$ cat config.mk
export PLATFORM = sky130hd
export DESIGN_NAME = axm_front
export DESIGN_NICKNAME = d
export VERILOG_FILES = /design/src/axm_pkg.sv /design/src/axm_resp_stage.sv /design/src/axm_front.sv
export SDC_FILE = /design/constraint.sdc
export NUM_CORES = 1
export LEC_CHECK = 0
export ABC_AREA = 1
export BUFFER_PORTS_ARGS = -buffer_cell sky130_fd_sc_hd__buf_2
export CAP_MARGIN = 20
export CELL_PAD_IN_SITES_DETAIL_PLACEMENT = 1
export CELL_PAD_IN_SITES_GLOBAL_PLACEMENT = 1
export CORE_ASPECT_RATIO = 0.9
export CORE_MARGIN = 2
export CORE_UTILIZATION = 37
export CTS_CLUSTER_DIAMETER = 120
export DETAILED_ROUTE_END_ITERATION = 7
export GPL_ROUTABILITY_DRIVEN = 0
export GPL_TIMING_DRIVEN = 0
export HOLD_SLACK_MARGIN = 0.08
export PLACE_DENSITY_LB_ADDON = 0.1
export REMOVE_ABC_BUFFERS = 1
export SLEW_MARGIN = 10
export SYNTH_ARGS = -nofsm -noshare
export SYNTH_HDL_FRONTEND = slang
export SYNTH_SLANG_ARGS = --single-unit
$ cat constraint.sdc
create_clock -name ref_clk -period 7.4 [get_ports ref_clk]
set_clock_uncertainty 0.2 [all_clocks]
set_input_delay 1.11 -clock ref_clk [delete_from_list [all_inputs] [get_ports ref_clk]]
set_output_delay 1.11 -clock ref_clk [all_outputs]
set_load 0.01 [all_outputs]
$ cat src/axm_pkg.sv
// constants and types shared by the exclusive monitor and ordering front end
// ============================================================
`default_nettype none

package axm_pkg;

  // ==========================================================
  // response codes
  localparam logic [1:0] RESP_OKAY   = 2'h0;
  localparam logic [1:0] RESP_EXOKAY = 2'h1;

  // ==========================================================
  // sizes and reset values
  localparam int         CNT_W       = 4;      // outstanding counter width per master
  localparam int         DEF_NUM_MON = 2;      // default monitor count
  localparam int         DEF_NUM_IF  = 2;      // default memory interfaces
  localparam logic       RDY_RST     = 1'b1;   // response stage ready after reset

  typedef logic [1:0] axm_resp_t;

  // grant source of the address arbiter
  typedef enum logic [1:0] {
    SRC_NONE,
    SRC_MGR,
    SRC_RD,
    SRC_WR
  } axm_src_t;

endpackage : axm_pkg

`default_nettype wire

$ cat src/axm_resp_stage.sv
// one-deep registered response stage between memory side and bus side
`default_nettype none

module axm_resp_stage #(
  parameter int W = 8
) (
  input  wire logic         ref_clk,    // 20 MHz clock
  input  wire logic         reset,      // async, active high
  input  wire logic         in_valid,   // memory side offers a response
  input  wire logic [W-1:0] in_data,    // packed response
  output logic              in_ready,   // stage empty
  output logic              out_valid,  // bus side response valid
  output logic [W-1:0]      out_data,   // registered response
  input  wire logic         out_ready   // bus side accepts
);
  import axm_pkg::*;

  // ==========================================================
  // half-rate hand-off keeps every output a plain flop
  always_ff @(posedge ref_clk or posedge reset) begin
    if (reset) begin
      in_ready  <= RDY_RST;
      out_valid <= 1'b0;
      out_data  <= '0;
    end else if (in_valid && in_ready) begin
      in_ready  <= 1'b0;
      out_valid <= 1'b1;
      out_data  <= in_data;
    end else if (out_valid && out_ready) begin
      in_ready  <= 1'b1;
      out_valid <= 1'b0;
    end
  end

  // ==========================================================
  chk_hold_stable: assert property (@(posedge ref_clk) disable iff (reset)
    out_valid && !out_ready |=> out_valid && $stable(out_data))
    else $error("response changed while stalled");

  chk_take_once: assert property (@(posedge ref_clk) disable iff (reset)
    in_valid && in_ready |=> out_valid && !in_ready && out_data == $past(in_data))
    else $error("response not captured");

endmodule : axm_resp_stage

`default_nettype wire

$ cat src/axm_front.sv
// address arbiter, ordering guard and exclusive monitors of the bus front end
`default_nettype none

module axm_front #(
  parameter int AW          = 32,
  parameter int ID_W        = 2,
  parameter int DW          = 32,
  parameter int NUM_MON     = axm_pkg::DEF_NUM_MON,
  parameter int NUM_IF      = axm_pkg::DEF_NUM_IF,
  parameter int IF_SEL_BIT  = 24
) (
  input  wire logic              ref_clk,      // 20 MHz clock
  input  wire logic              reset,        // async, active high
  // read address
  input  wire logic              ar_valid,     // read request
  input  wire logic [AW-1:0]     ar_addr,      // start byte address
  input  wire logic [ID_W-1:0]   ar_id,        // master id
  input  wire logic [7:0]        ar_len,       // beats minus one
  input  wire logic [2:0]        ar_size,      // log2 bytes per beat
  input  wire logic              ar_lock,      // exclusive read
  output logic                   ar_ready,     // one-cycle accept
  // write address
  input  wire logic              aw_valid,     // write request
  input  wire logic [AW-1:0]     aw_addr,      // start byte address
  input  wire logic [ID_W-1:0]   aw_id,        // master id
  input  wire logic [7:0]        aw_len,       // beats minus one
  input  wire logic [2:0]        aw_size,      // log2 bytes per beat
  input  wire logic              aw_lock,      // exclusive write
  output logic                   aw_ready,     // one-cycle accept
  // write data
  input  wire logic              w_valid,      // beat offered
  input  wire logic [DW/8-1:0]   w_strb,       // byte strobes
  input  wire logic              w_last,       // last beat
  output logic                   w_ready,      // beat accept
  // internal manager
  input  wire logic              mgr_valid,    // manager request
  input  wire logic [AW-1:0]     mgr_addr,     // manager address
  output logic                   mgr_ready,    // one-cycle accept
  // command to memory interfaces
  output logic                   cmd_valid,    // command pending
  output logic                   cmd_write,    // write command
  output logic                   cmd_mgr,      // from manager
  output logic [AW-1:0]          cmd_addr,     // byte address
  output logic [ID_W-1:0]        cmd_id,       // master id
  output logic [7:0]             cmd_len,      // beats minus one
  output logic [2:0]             cmd_size,     // beat size
  output logic                   cmd_if,       // target interface
  output logic                   cmd_exok,     // exclusive tag, echoed back
  input  wire logic              cmd_ready,    // command taken
  output logic                   mem_w_valid,  // beat to memory
  output logic [DW/8-1:0]        mem_w_strb,   // strobes to memory
  output logic                   mem_w_last,   // last beat to memory
  input  wire logic              mem_w_ready,  // memory takes beat
  // responses from memory
  input  wire logic              mem_b_valid,  // write done
  input  wire logic [ID_W-1:0]   mem_b_id,     // its master
  input  wire logic              mem_b_exok,   // echoed tag
  output logic                   mem_b_ready,  // stage free
  input  wire logic              mem_r_valid,  // read beat
  input  wire logic [ID_W-1:0]   mem_r_id,     // its master
  input  wire logic [DW-1:0]     mem_r_data,   // read data
  input  wire logic              mem_r_last,   // last beat
  input  wire logic              mem_r_exok,   // echoed tag
  output logic                   mem_r_ready,  // stage free
  // bus responses
  output logic                   b_valid,      // write response
  output logic [ID_W-1:0]        b_id,         // its master
  output axm_pkg::axm_resp_t     b_resp,       // OKAY or EXOKAY
  input  wire logic              b_ready,      // master accepts
  output logic                   r_valid,      // read beat
  output logic [ID_W-1:0]        r_id,         // its master
  output logic [DW-1:0]          r_data,       // read data
  output logic                   r_last,       // last beat
  output axm_pkg::axm_resp_t     r_resp,       // OKAY or EXOKAY
  input  wire logic              r_ready       // master accepts
);
  import axm_pkg::*;

  localparam int NUM_ID = 1 << ID_W;

  // ==========================================================
  // elaboration checks
  if (NUM_IF < 1 || NUM_IF > 2) begin : g_bad_if
    $error("NUM_IF must be 1 or 2");
  end
  if (NUM_MON < 1 || AW < 12 || IF_SEL_BIT >= AW || DW < 8) begin : g_bad_cfg
    $error("unsupported monitor count or widths");
  end

  // ==========================================================
  // incrementing-burst compare mask
  function automatic logic [AW-1:0] cmp_mask(input logic [AW-1:0] addr,
                                             input logic [7:0]    len,
                                             input logic [2:0]    size);
    logic [AW-1:0] bytes;
    logic [AW-1:0] fill;
    bytes = (AW'(len) + AW'(1)) << size;
    fill  = addr ^ (addr + bytes - AW'(1));
    for (int i = AW - 2; i >= 0; i--) begin
      fill[i] = fill[i] | fill[i+1];
    end
    return ~fill;
  endfunction : cmp_mask

  // ==========================================================
  // state
  logic                  rr_last_reg;     // 1: last read or write grant was a write
  logic                  wr_open_reg;     // write data burst in progress
  logic                  wr_fail_reg;     // that burst is a failed exclusive
  logic [CNT_W-1:0]      rd_cnt_reg [NUM_ID];
  logic [CNT_W-1:0]      wr_cnt_reg [NUM_ID];
  logic                  rd_if_reg  [NUM_ID];
  logic                  wr_if_reg  [NUM_ID];
  logic                  mon_valid_reg [NUM_MON];
  logic [AW-1:0]         mon_addr_reg  [NUM_MON];
  logic [ID_W-1:0]       mon_id_reg    [NUM_MON];

  logic                  ar_sel;
  logic                  aw_sel;
  logic                  rd_ok;
  logic                  wr_ok;
  logic                  rd_req;
  logic                  wr_req;
  logic                  arb_free;
  axm_src_t              src_next;
  logic                  grant_rd;
  logic                  grant_wr;
  logic [AW-1:0]         wr_mask;
  logic                  ex_hit;
  logic                  ld_ok;
  logic [$clog2(NUM_MON+1)-1:0] ld_idx;
  logic                  b_fire;
  logic                  r_fire;

  assign ar_sel  = (NUM_IF == 2) ? ar_addr[IF_SEL_BIT] : 1'b0;
  assign aw_sel  = (NUM_IF == 2) ? aw_addr[IF_SEL_BIT] : 1'b0;
  assign wr_mask = cmp_mask(aw_addr, aw_len, aw_size);
  assign b_fire  = b_valid && b_ready;
  assign r_fire  = r_valid && r_ready && r_last;

  // ordering guard: a master may not open a second interface while busy on one
  always_comb begin
    rd_ok = (NUM_IF == 1) || (rd_cnt_reg[ar_id] == '0)
            || (rd_if_reg[ar_id] == ar_sel);
    rd_ok = rd_ok && (rd_cnt_reg[ar_id] != '1);
    wr_ok = (NUM_IF == 1) || (wr_cnt_reg[aw_id] == '0)
            || (wr_if_reg[aw_id] == aw_sel);
    wr_ok = wr_ok && (wr_cnt_reg[aw_id] != '1);
  end

  // ==========================================================
  // arbiter: manager first, then read and write take turns
  assign arb_free = !ar_ready && !aw_ready && !mgr_ready && (!cmd_valid || cmd_ready);
  assign rd_req   = ar_valid && rd_ok;
  assign wr_req   = aw_valid && wr_ok && !wr_open_reg;

  always_comb begin
    src_next = SRC_NONE;
    if (arb_free) begin
      if (mgr_valid) begin
        src_next = SRC_MGR;
      end else if (rd_req && wr_req) begin
        src_next = rr_last_reg ? SRC_RD : SRC_WR;
      end else if (rd_req) begin
        src_next = SRC_RD;
      end else if (wr_req) begin
        src_next = SRC_WR;
      end
    end
  end

  assign grant_rd = (src_next == SRC_RD);
  assign grant_wr = (src_next == SRC_WR);

  // ==========================================================
  // monitor lookup: reuse the master's own monitor, else first free one
  always_comb begin
    ex_hit = 1'b0;
    ld_ok  = 1'b0;
    ld_idx = '0;
    for (int m = 0; m < NUM_MON; m++) begin
      if (mon_valid_reg[m] && mon_id_reg[m] == aw_id && mon_addr_reg[m] == aw_addr) begin
        ex_hit = 1'b1;
      end
    end
    for (int m = NUM_MON - 1; m >= 0; m--) begin
      if (!mon_valid_reg[m]) begin
        ld_ok  = 1'b1;
        ld_idx = ($clog2(NUM_MON+1))'(m);
      end
    end
    for (int m = 0; m < NUM_MON; m++) begin
      if (mon_valid_reg[m] && mon_id_reg[m] == ar_id) begin
        ld_ok  = 1'b1;
        ld_idx = ($clog2(NUM_MON+1))'(m);
      end
    end
  end

  // ==========================================================
  // exclusive monitors, each holding one access
  for (genvar m = 0; m < NUM_MON; m++) begin : g_mon
    logic other_hit;
    assign other_hit = mon_valid_reg[m] && mon_id_reg[m] != aw_id
                       && ((mon_addr_reg[m] & wr_mask) == (aw_addr & wr_mask));

    always_ff @(posedge ref_clk or posedge reset) begin
      if (reset) begin
        mon_valid_reg[m] <= 1'b0;
        mon_addr_reg[m]  <= '0;
        mon_id_reg[m]    <= '0;
      end else if (grant_rd && ar_lock && ld_ok && ld_idx == m) begin
        mon_valid_reg[m] <= 1'b1;
        mon_addr_reg[m]  <= ar_addr;
        mon_id_reg[m]    <= ar_id;
      end else if (grant_wr && other_hit) begin
        mon_valid_reg[m] <= 1'b0;
      end else if (grant_wr && aw_lock && mon_id_reg[m] == aw_id) begin
        mon_valid_reg[m] <= 1'b0;
      end
    end

    chk_mon_clear: assert property (@(posedge ref_clk) disable iff (reset)
      grant_wr && other_hit |=> !mon_valid_reg[m])
      else $error("conflicting write left monitor armed");
  end

  // ==========================================================
  // grant pulses and command register
  always_ff @(posedge ref_clk or posedge reset) begin
    if (reset) begin
      ar_ready    <= 1'b0;
      aw_ready    <= 1'b0;
      mgr_ready   <= 1'b0;
      rr_last_reg <= 1'b0;
      cmd_valid   <= 1'b0;
      cmd_write   <= 1'b0;
      cmd_mgr     <= 1'b0;
      cmd_addr    <= '0;
      cmd_id      <= '0;
      cmd_len     <= '0;
      cmd_size    <= '0;
      cmd_if      <= 1'b0;
      cmd_exok    <= 1'b0;
    end else begin
      ar_ready  <= grant_rd;
      aw_ready  <= grant_wr;
      mgr_ready <= (src_next == SRC_MGR);
      case (src_next)
        SRC_MGR: begin
          cmd_valid <= 1'b1;
          cmd_write <= 1'b0;
          cmd_mgr   <= 1'b1;
          cmd_addr  <= mgr_addr;
          cmd_id    <= '0;
          cmd_len   <= '0;
          cmd_size  <= '0;
          cmd_if    <= (NUM_IF == 2) ? mgr_addr[IF_SEL_BIT] : 1'b0;
          cmd_exok  <= 1'b0;
        end
        SRC_RD: begin
          rr_last_reg <= 1'b0;
          cmd_valid   <= 1'b1;
          cmd_write   <= 1'b0;
          cmd_mgr     <= 1'b0;
          cmd_addr    <= ar_addr;
          cmd_id      <= ar_id;
          cmd_len     <= ar_len;
          cmd_size    <= ar_size;
          cmd_if      <= ar_sel;
          cmd_exok    <= ar_lock && ld_ok;
        end
        SRC_WR: begin
          rr_last_reg <= 1'b1;
          cmd_valid   <= 1'b1;
          cmd_write   <= 1'b1;
          cmd_mgr     <= 1'b0;
          cmd_addr    <= aw_addr;
          cmd_id      <= aw_id;
          cmd_len     <= aw_len;
          cmd_size    <= aw_size;
          cmd_if      <= aw_sel;
          cmd_exok    <= aw_lock && ex_hit;
        end
        SRC_NONE: begin
          if (cmd_valid && cmd_ready) begin
            cmd_valid <= 1'b0;
          end
        end
        default: begin
          cmd_valid <= 1'b0;
        end
      endcase
    end
  end

  // ==========================================================
  // outstanding count and interface per master, both directions
  for (genvar i = 0; i < NUM_ID; i++) begin : g_ord
    always_ff @(posedge ref_clk or posedge reset) begin
      if (reset) begin
        rd_cnt_reg[i] <= '0;
        rd_if_reg[i]  <= 1'b0;
      end else begin
        if (grant_rd && ar_id == i) begin
          rd_if_reg[i] <= ar_sel;
        end
        rd_cnt_reg[i] <= rd_cnt_reg[i] + CNT_W'(grant_rd && ar_id == i)
                         - CNT_W'(r_fire && r_id == i);
      end
    end
    always_ff @(posedge ref_clk or posedge reset) begin
      if (reset) begin
        wr_cnt_reg[i] <= '0;
        wr_if_reg[i]  <= 1'b0;
      end else begin
        if (grant_wr && aw_id == i) begin
          wr_if_reg[i] <= aw_sel;
        end
        wr_cnt_reg[i] <= wr_cnt_reg[i] + CNT_W'(grant_wr && aw_id == i)
                         - CNT_W'(b_fire && b_id == i);
      end
    end
  end

  // ==========================================================
  // write data path: one burst at a time, strobes killed on a failed exclusive
  always_ff @(posedge ref_clk or posedge reset) begin
    if (reset) begin
      wr_open_reg <= 1'b0;
      wr_fail_reg <= 1'b0;
      w_ready     <= 1'b0;
      mem_w_valid <= 1'b0;
      mem_w_strb  <= '0;
      mem_w_last  <= 1'b0;
    end else begin
      if (grant_wr) begin
        wr_open_reg <= 1'b1;
        wr_fail_reg <= aw_lock && !ex_hit;
        w_ready     <= 1'b1;
      end else if (w_valid && w_ready) begin
        w_ready     <= 1'b0;
        mem_w_valid <= 1'b1;
        mem_w_strb  <= wr_fail_reg ? '0 : w_strb;
        mem_w_last  <= w_last;
      end else if (mem_w_valid && mem_w_ready) begin
        mem_w_valid <= 1'b0;
        w_ready     <= !mem_w_last;
        wr_open_reg <= !mem_w_last;
      end
    end
  end

  // ==========================================================
  // response stages; the echoed tag picks the response code
  axm_resp_stage #(.W(ID_W + 2)) u_b_stage (
    .ref_clk   (ref_clk),
    .reset     (reset),
    .in_valid  (mem_b_valid),
    .in_data   ({mem_b_id, mem_b_exok ? RESP_EXOKAY : RESP_OKAY}),
    .in_ready  (mem_b_ready),
    .out_valid (b_valid),
    .out_data  ({b_id, b_resp}),
    .out_ready (b_ready)
  );

  axm_resp_stage #(.W(ID_W + DW + 3)) u_r_stage (
    .ref_clk   (ref_clk),
    .reset     (reset),
    .in_valid  (mem_r_valid),
    .in_data   ({mem_r_id, mem_r_data, mem_r_last,
                 mem_r_exok ? RESP_EXOKAY : RESP_OKAY}),
    .in_ready  (mem_r_ready),
    .out_valid (r_valid),
    .out_data  ({r_id, r_data, r_last, r_resp}),
    .out_ready (r_ready)
  );

  // ==========================================================
  // checks
  chk_fail_strobe_low: assert property (@(posedge ref_clk) disable iff (reset)
    mem_w_valid && wr_fail_reg |-> mem_w_strb == '0)
    else $error("failed exclusive wrote data");

  chk_mgr_first: assert property (@(posedge ref_clk) disable iff (reset)
    arb_free && mgr_valid |=> mgr_ready && !ar_ready && !aw_ready)
    else $error("manager not served first");

  chk_rr_turn: assert property (@(posedge ref_clk) disable iff (reset)
    arb_free && !mgr_valid && rd_req && wr_req && !rr_last_reg |=> aw_ready && !ar_ready)
    else $error("round robin turn skipped");

  chk_rd_order: assert property (@(posedge ref_clk) disable iff (reset)
    ar_valid && NUM_IF == 2 && rd_cnt_reg[ar_id] != '0 && rd_if_reg[ar_id] != ar_sel
    |=> !ar_ready)
    else $error("read opened second interface");

  chk_wr_order: assert property (@(posedge ref_clk) disable iff (reset)
    aw_valid && NUM_IF == 2 && wr_cnt_reg[aw_id] != '0 && wr_if_reg[aw_id] != aw_sel
    |=> !aw_ready)
    else $error("write opened second interface");

  chk_excl_tag: assert property (@(posedge ref_clk) disable iff (reset)
    grant_wr && aw_lock && !ex_hit |=> cmd_valid && cmd_write && !cmd_exok)
    else $error("unmonitored exclusive tagged ok");

  chk_mask_span: assert property (@(posedge ref_clk) disable iff (reset)
    grant_wr |-> ((aw_addr ^ (aw_addr + ((AW'(aw_len) + AW'(1)) << aw_size) - AW'(1)))
                  & wr_mask) == '0 && wr_mask[AW-1])
    else $error("mask does not cover written bytes");

  chk_resp_code: assert property (@(posedge ref_clk) disable iff (reset)
    $rose(b_valid) |-> b_resp == ($past(mem_b_exok) ? RESP_EXOKAY : RESP_OKAY))
    else $error("write response code wrong");

endmodule : axm_front

`default_nettype wire

==> flow_summary.ini <==
[worst_setup_path]
reg2regPathDepth = 20
cp_max_fo = 6
timing.rr.end = rd_cnt_reg[14]$_DFF_PP0_
path_class = input port to flip-flop
slowest_stage = o21ai_0
worst_path_largest_cell_delay_ps = 400
crit_path_end_kind = flip-flop
worstPathRequired_ps = 7620
critPathLaunchType = input port
cp.arrival_ps = 7120
crit_top_cell = nand2_1
reg2reg_from = wr_cnt_reg[5]$_DFF_PP0_
rrSetupSlack_ps = 2250

[clock_tree]
clk_pin_slew_ps = 60
ctsHoldBuffers = 0
cts_setup_buffers = 0
clk_latency_ps = 580
post_cts_resized = 0
cts_max_level = 1
cts_root_buffer = clkbuf_16
cts_sinks = 215
cts_inserted_buffers = 27
cts_tree = yes
clk_path_buf_depth = 3

[sta]
relSlewSlack_pct = 29.9
rsz0062_at_grt = false
finalCriticalPeriod_ps = 6900
setup_violations = 0
whs_ps = 276
report.final.slew_viol_count = 0
post-route-period-util_pct = 93.3
max_freq_ghz = 0.145
tightest_slew_ps = 1050
finalHoldViolations = 0

[drt]
drc = 0
wire_per_inst_um = 17.9
first_iter_violations = 535
avgViaCountPerCell = 4.95
vias = 13547
ant_nets = 0
dr.pass1.iters = 5
routed_wirelength_um = 48900

[grt]
antenna_found_initial = 8
grt_most_used_layer = met2
grt_util_met1_pct = 31.0
grtUsageTotal_pct = 24.0
grt_overflow = 0
grt_use_met3_pct = 5.33
grt_max_degree = 111
grt_first_pass_wirelength_um = 76600
grt_pass1_vias = 14197
use_met2_pct = 40.9

[finish]
final_cell_mix = nand2_1, inv_1, buf_2
multiInputGateArea_um2 = 7780
nets = 2457
drive_gt1_share_pct = 18.2
final_common_cell = nand2_1
n_fill_cell = 4927
stdcell_count = 2739
register_area_um2 = 5380
design_area_um2 = 17500
area_growth_pct = 20.0
largest_reg_flops = 64

[yosys]
ys_warn_count = 0
synth-seq-area-share_pct = 37.0
synthCells = 1928
synth_cell_types = 52
ys_top_cells_by_area = dfrtp_1, nand2_1, inv_1
netlist.area_leader.share_pct = 36.6
ys_ff_latch = 215
synth_area_per_cell_um2 = 7.55
synth_top_area_cell = dfrtp_1
syn-cell-area_um2 = 14600

[min_path]
hold_path.class = flip-flop to flip-flop
min_from = cmd_len[3]$_DFFE_PP0P_
hold_depth = 2
worstHoldEndpoint = cmd_len[3]$_DFFE_PP0P_

[floorplanning]
row_count = 68
io_pins = 285
die_w_um = 213
core_um2 = 38500
die_area_um2 = 40900
die_h_um = 192
initial_core_util_pct = 37.8

[outcome]
status = completed

[placed_design]
portBuffers = 282
dpl.cell_count = 2684
dpl-instance-area_um2 = 16500
hpwl_um = 38300

[power]
p_per_area_nw_per_um2 = 343
vdd_drop_max_uv = 273
finalPower_w = 0.00599
leakagePower_nw = 9.43

[job]
drv_cap = 0
[cells in the mapped netlist, drive strengths merged]
cell type	n
a21o	6
dfrtp	213
inv	308
and3	1
a21oi	58
o221ai	2
xor2	89
nor3	30
mux2i	2
nand4	27
nor2	107
nand3	83
nor3b	3
conb	1
nand2	529
clkbuf	38
fa	9
dfstp	2
o211a	1
o311ai	1
and3b	1
o21a	1
ha	80
nand3b	5
xnor2	54
a211oi	3
o41ai	1
mux2	35
buf	19
o21ai	133
or2	6
and2	1
a31o	1
o31ai	5
a22oi	12
o211ai	2
o22ai	48
nor4	5
o21bai	6
[critical path: cells and delay by family]
kind / cells / cell delay [ps]
AND/OR/NAND/NOR: 22 / 2860
adder cells (fa/ha/maj): 3 / 1040
buffers and inverters: 3 / 290
XOR/XNOR: 2 / 330
AO/OA/AOI/OAI: 6 / 1330
multiplexers: 1 / 170
[how the worst max path moves through the flow]
stage	start	endpoint	slack (ps)	cells after the start
final	aw_len[0]	mon_valid_reg[0]$_DFFE_PP0P_	500	37
after global routing	aw_len[0]	mon_valid_reg[0]$_DFFE_PP0P_	50	38
after CTS	aw_len[0]	mon_valid_reg[0]$_DFFE_PP0P_	520	37
after detailed placement	aw_len[0]	mon_valid_reg[0]$_DFFE_PP0P_	-60	37
after global placement	reset	cmd_addr[21]$_DFFE_PP0P_	-2850	2
after floorplan	reset	ar_ready$_DFF_PP0_	210	1
[per-stage QoR]
stage	setup TNS, ps	util, %	setup WS, ps
final	0	45.3	499
after global routing	0	45.3	45.7
after CTS	0	45.3	519
after detailed placement	-56.1	42.8	-56.1
after global placement	-601490	42.5	-2850
after floorplan	0	-	214
[per-layer routing]
layer | up-vias | routed length, µm
met4 | 6 | 986
met3 | 67 | 2410
li1 | 6680 | -
met2 | 215 | 23400
met1 | 6579 | 22000
met5 | - | 46
[cell type report]
cell class,instances,share of cell area (%)
antenna,5,0.0716
clock inverter,19,1.29
tap,525,3.76
sequential,215,30.8
multi-input combinational,1349,44.5
inverter,308,6.66
clock buffer,31,4.13
timing repair buffer,287,8.74
[power by group]
group / switching (W) / internal [W]
Sequential: 0.000365 / 0.00171
Combinational: 0.00146 / 0.00104
Clock: 0.000572 / 0.000843
[kinds of logic after synthesis]
family                     after synthesis  synth area share (%)
AOI/OAI and AO/OA                      280                  10.8
xor gates and xnor gates               143                  8.60
adders and majority gates               89                  8.11
buffers and inverters                  365                  9.72
DFF                                    215                  37.0
muxes                                   37                  2.85
other                                    1                0.0258
and+or+nand+nor                        798                  22.9
(Power assumes the default switching activity.)
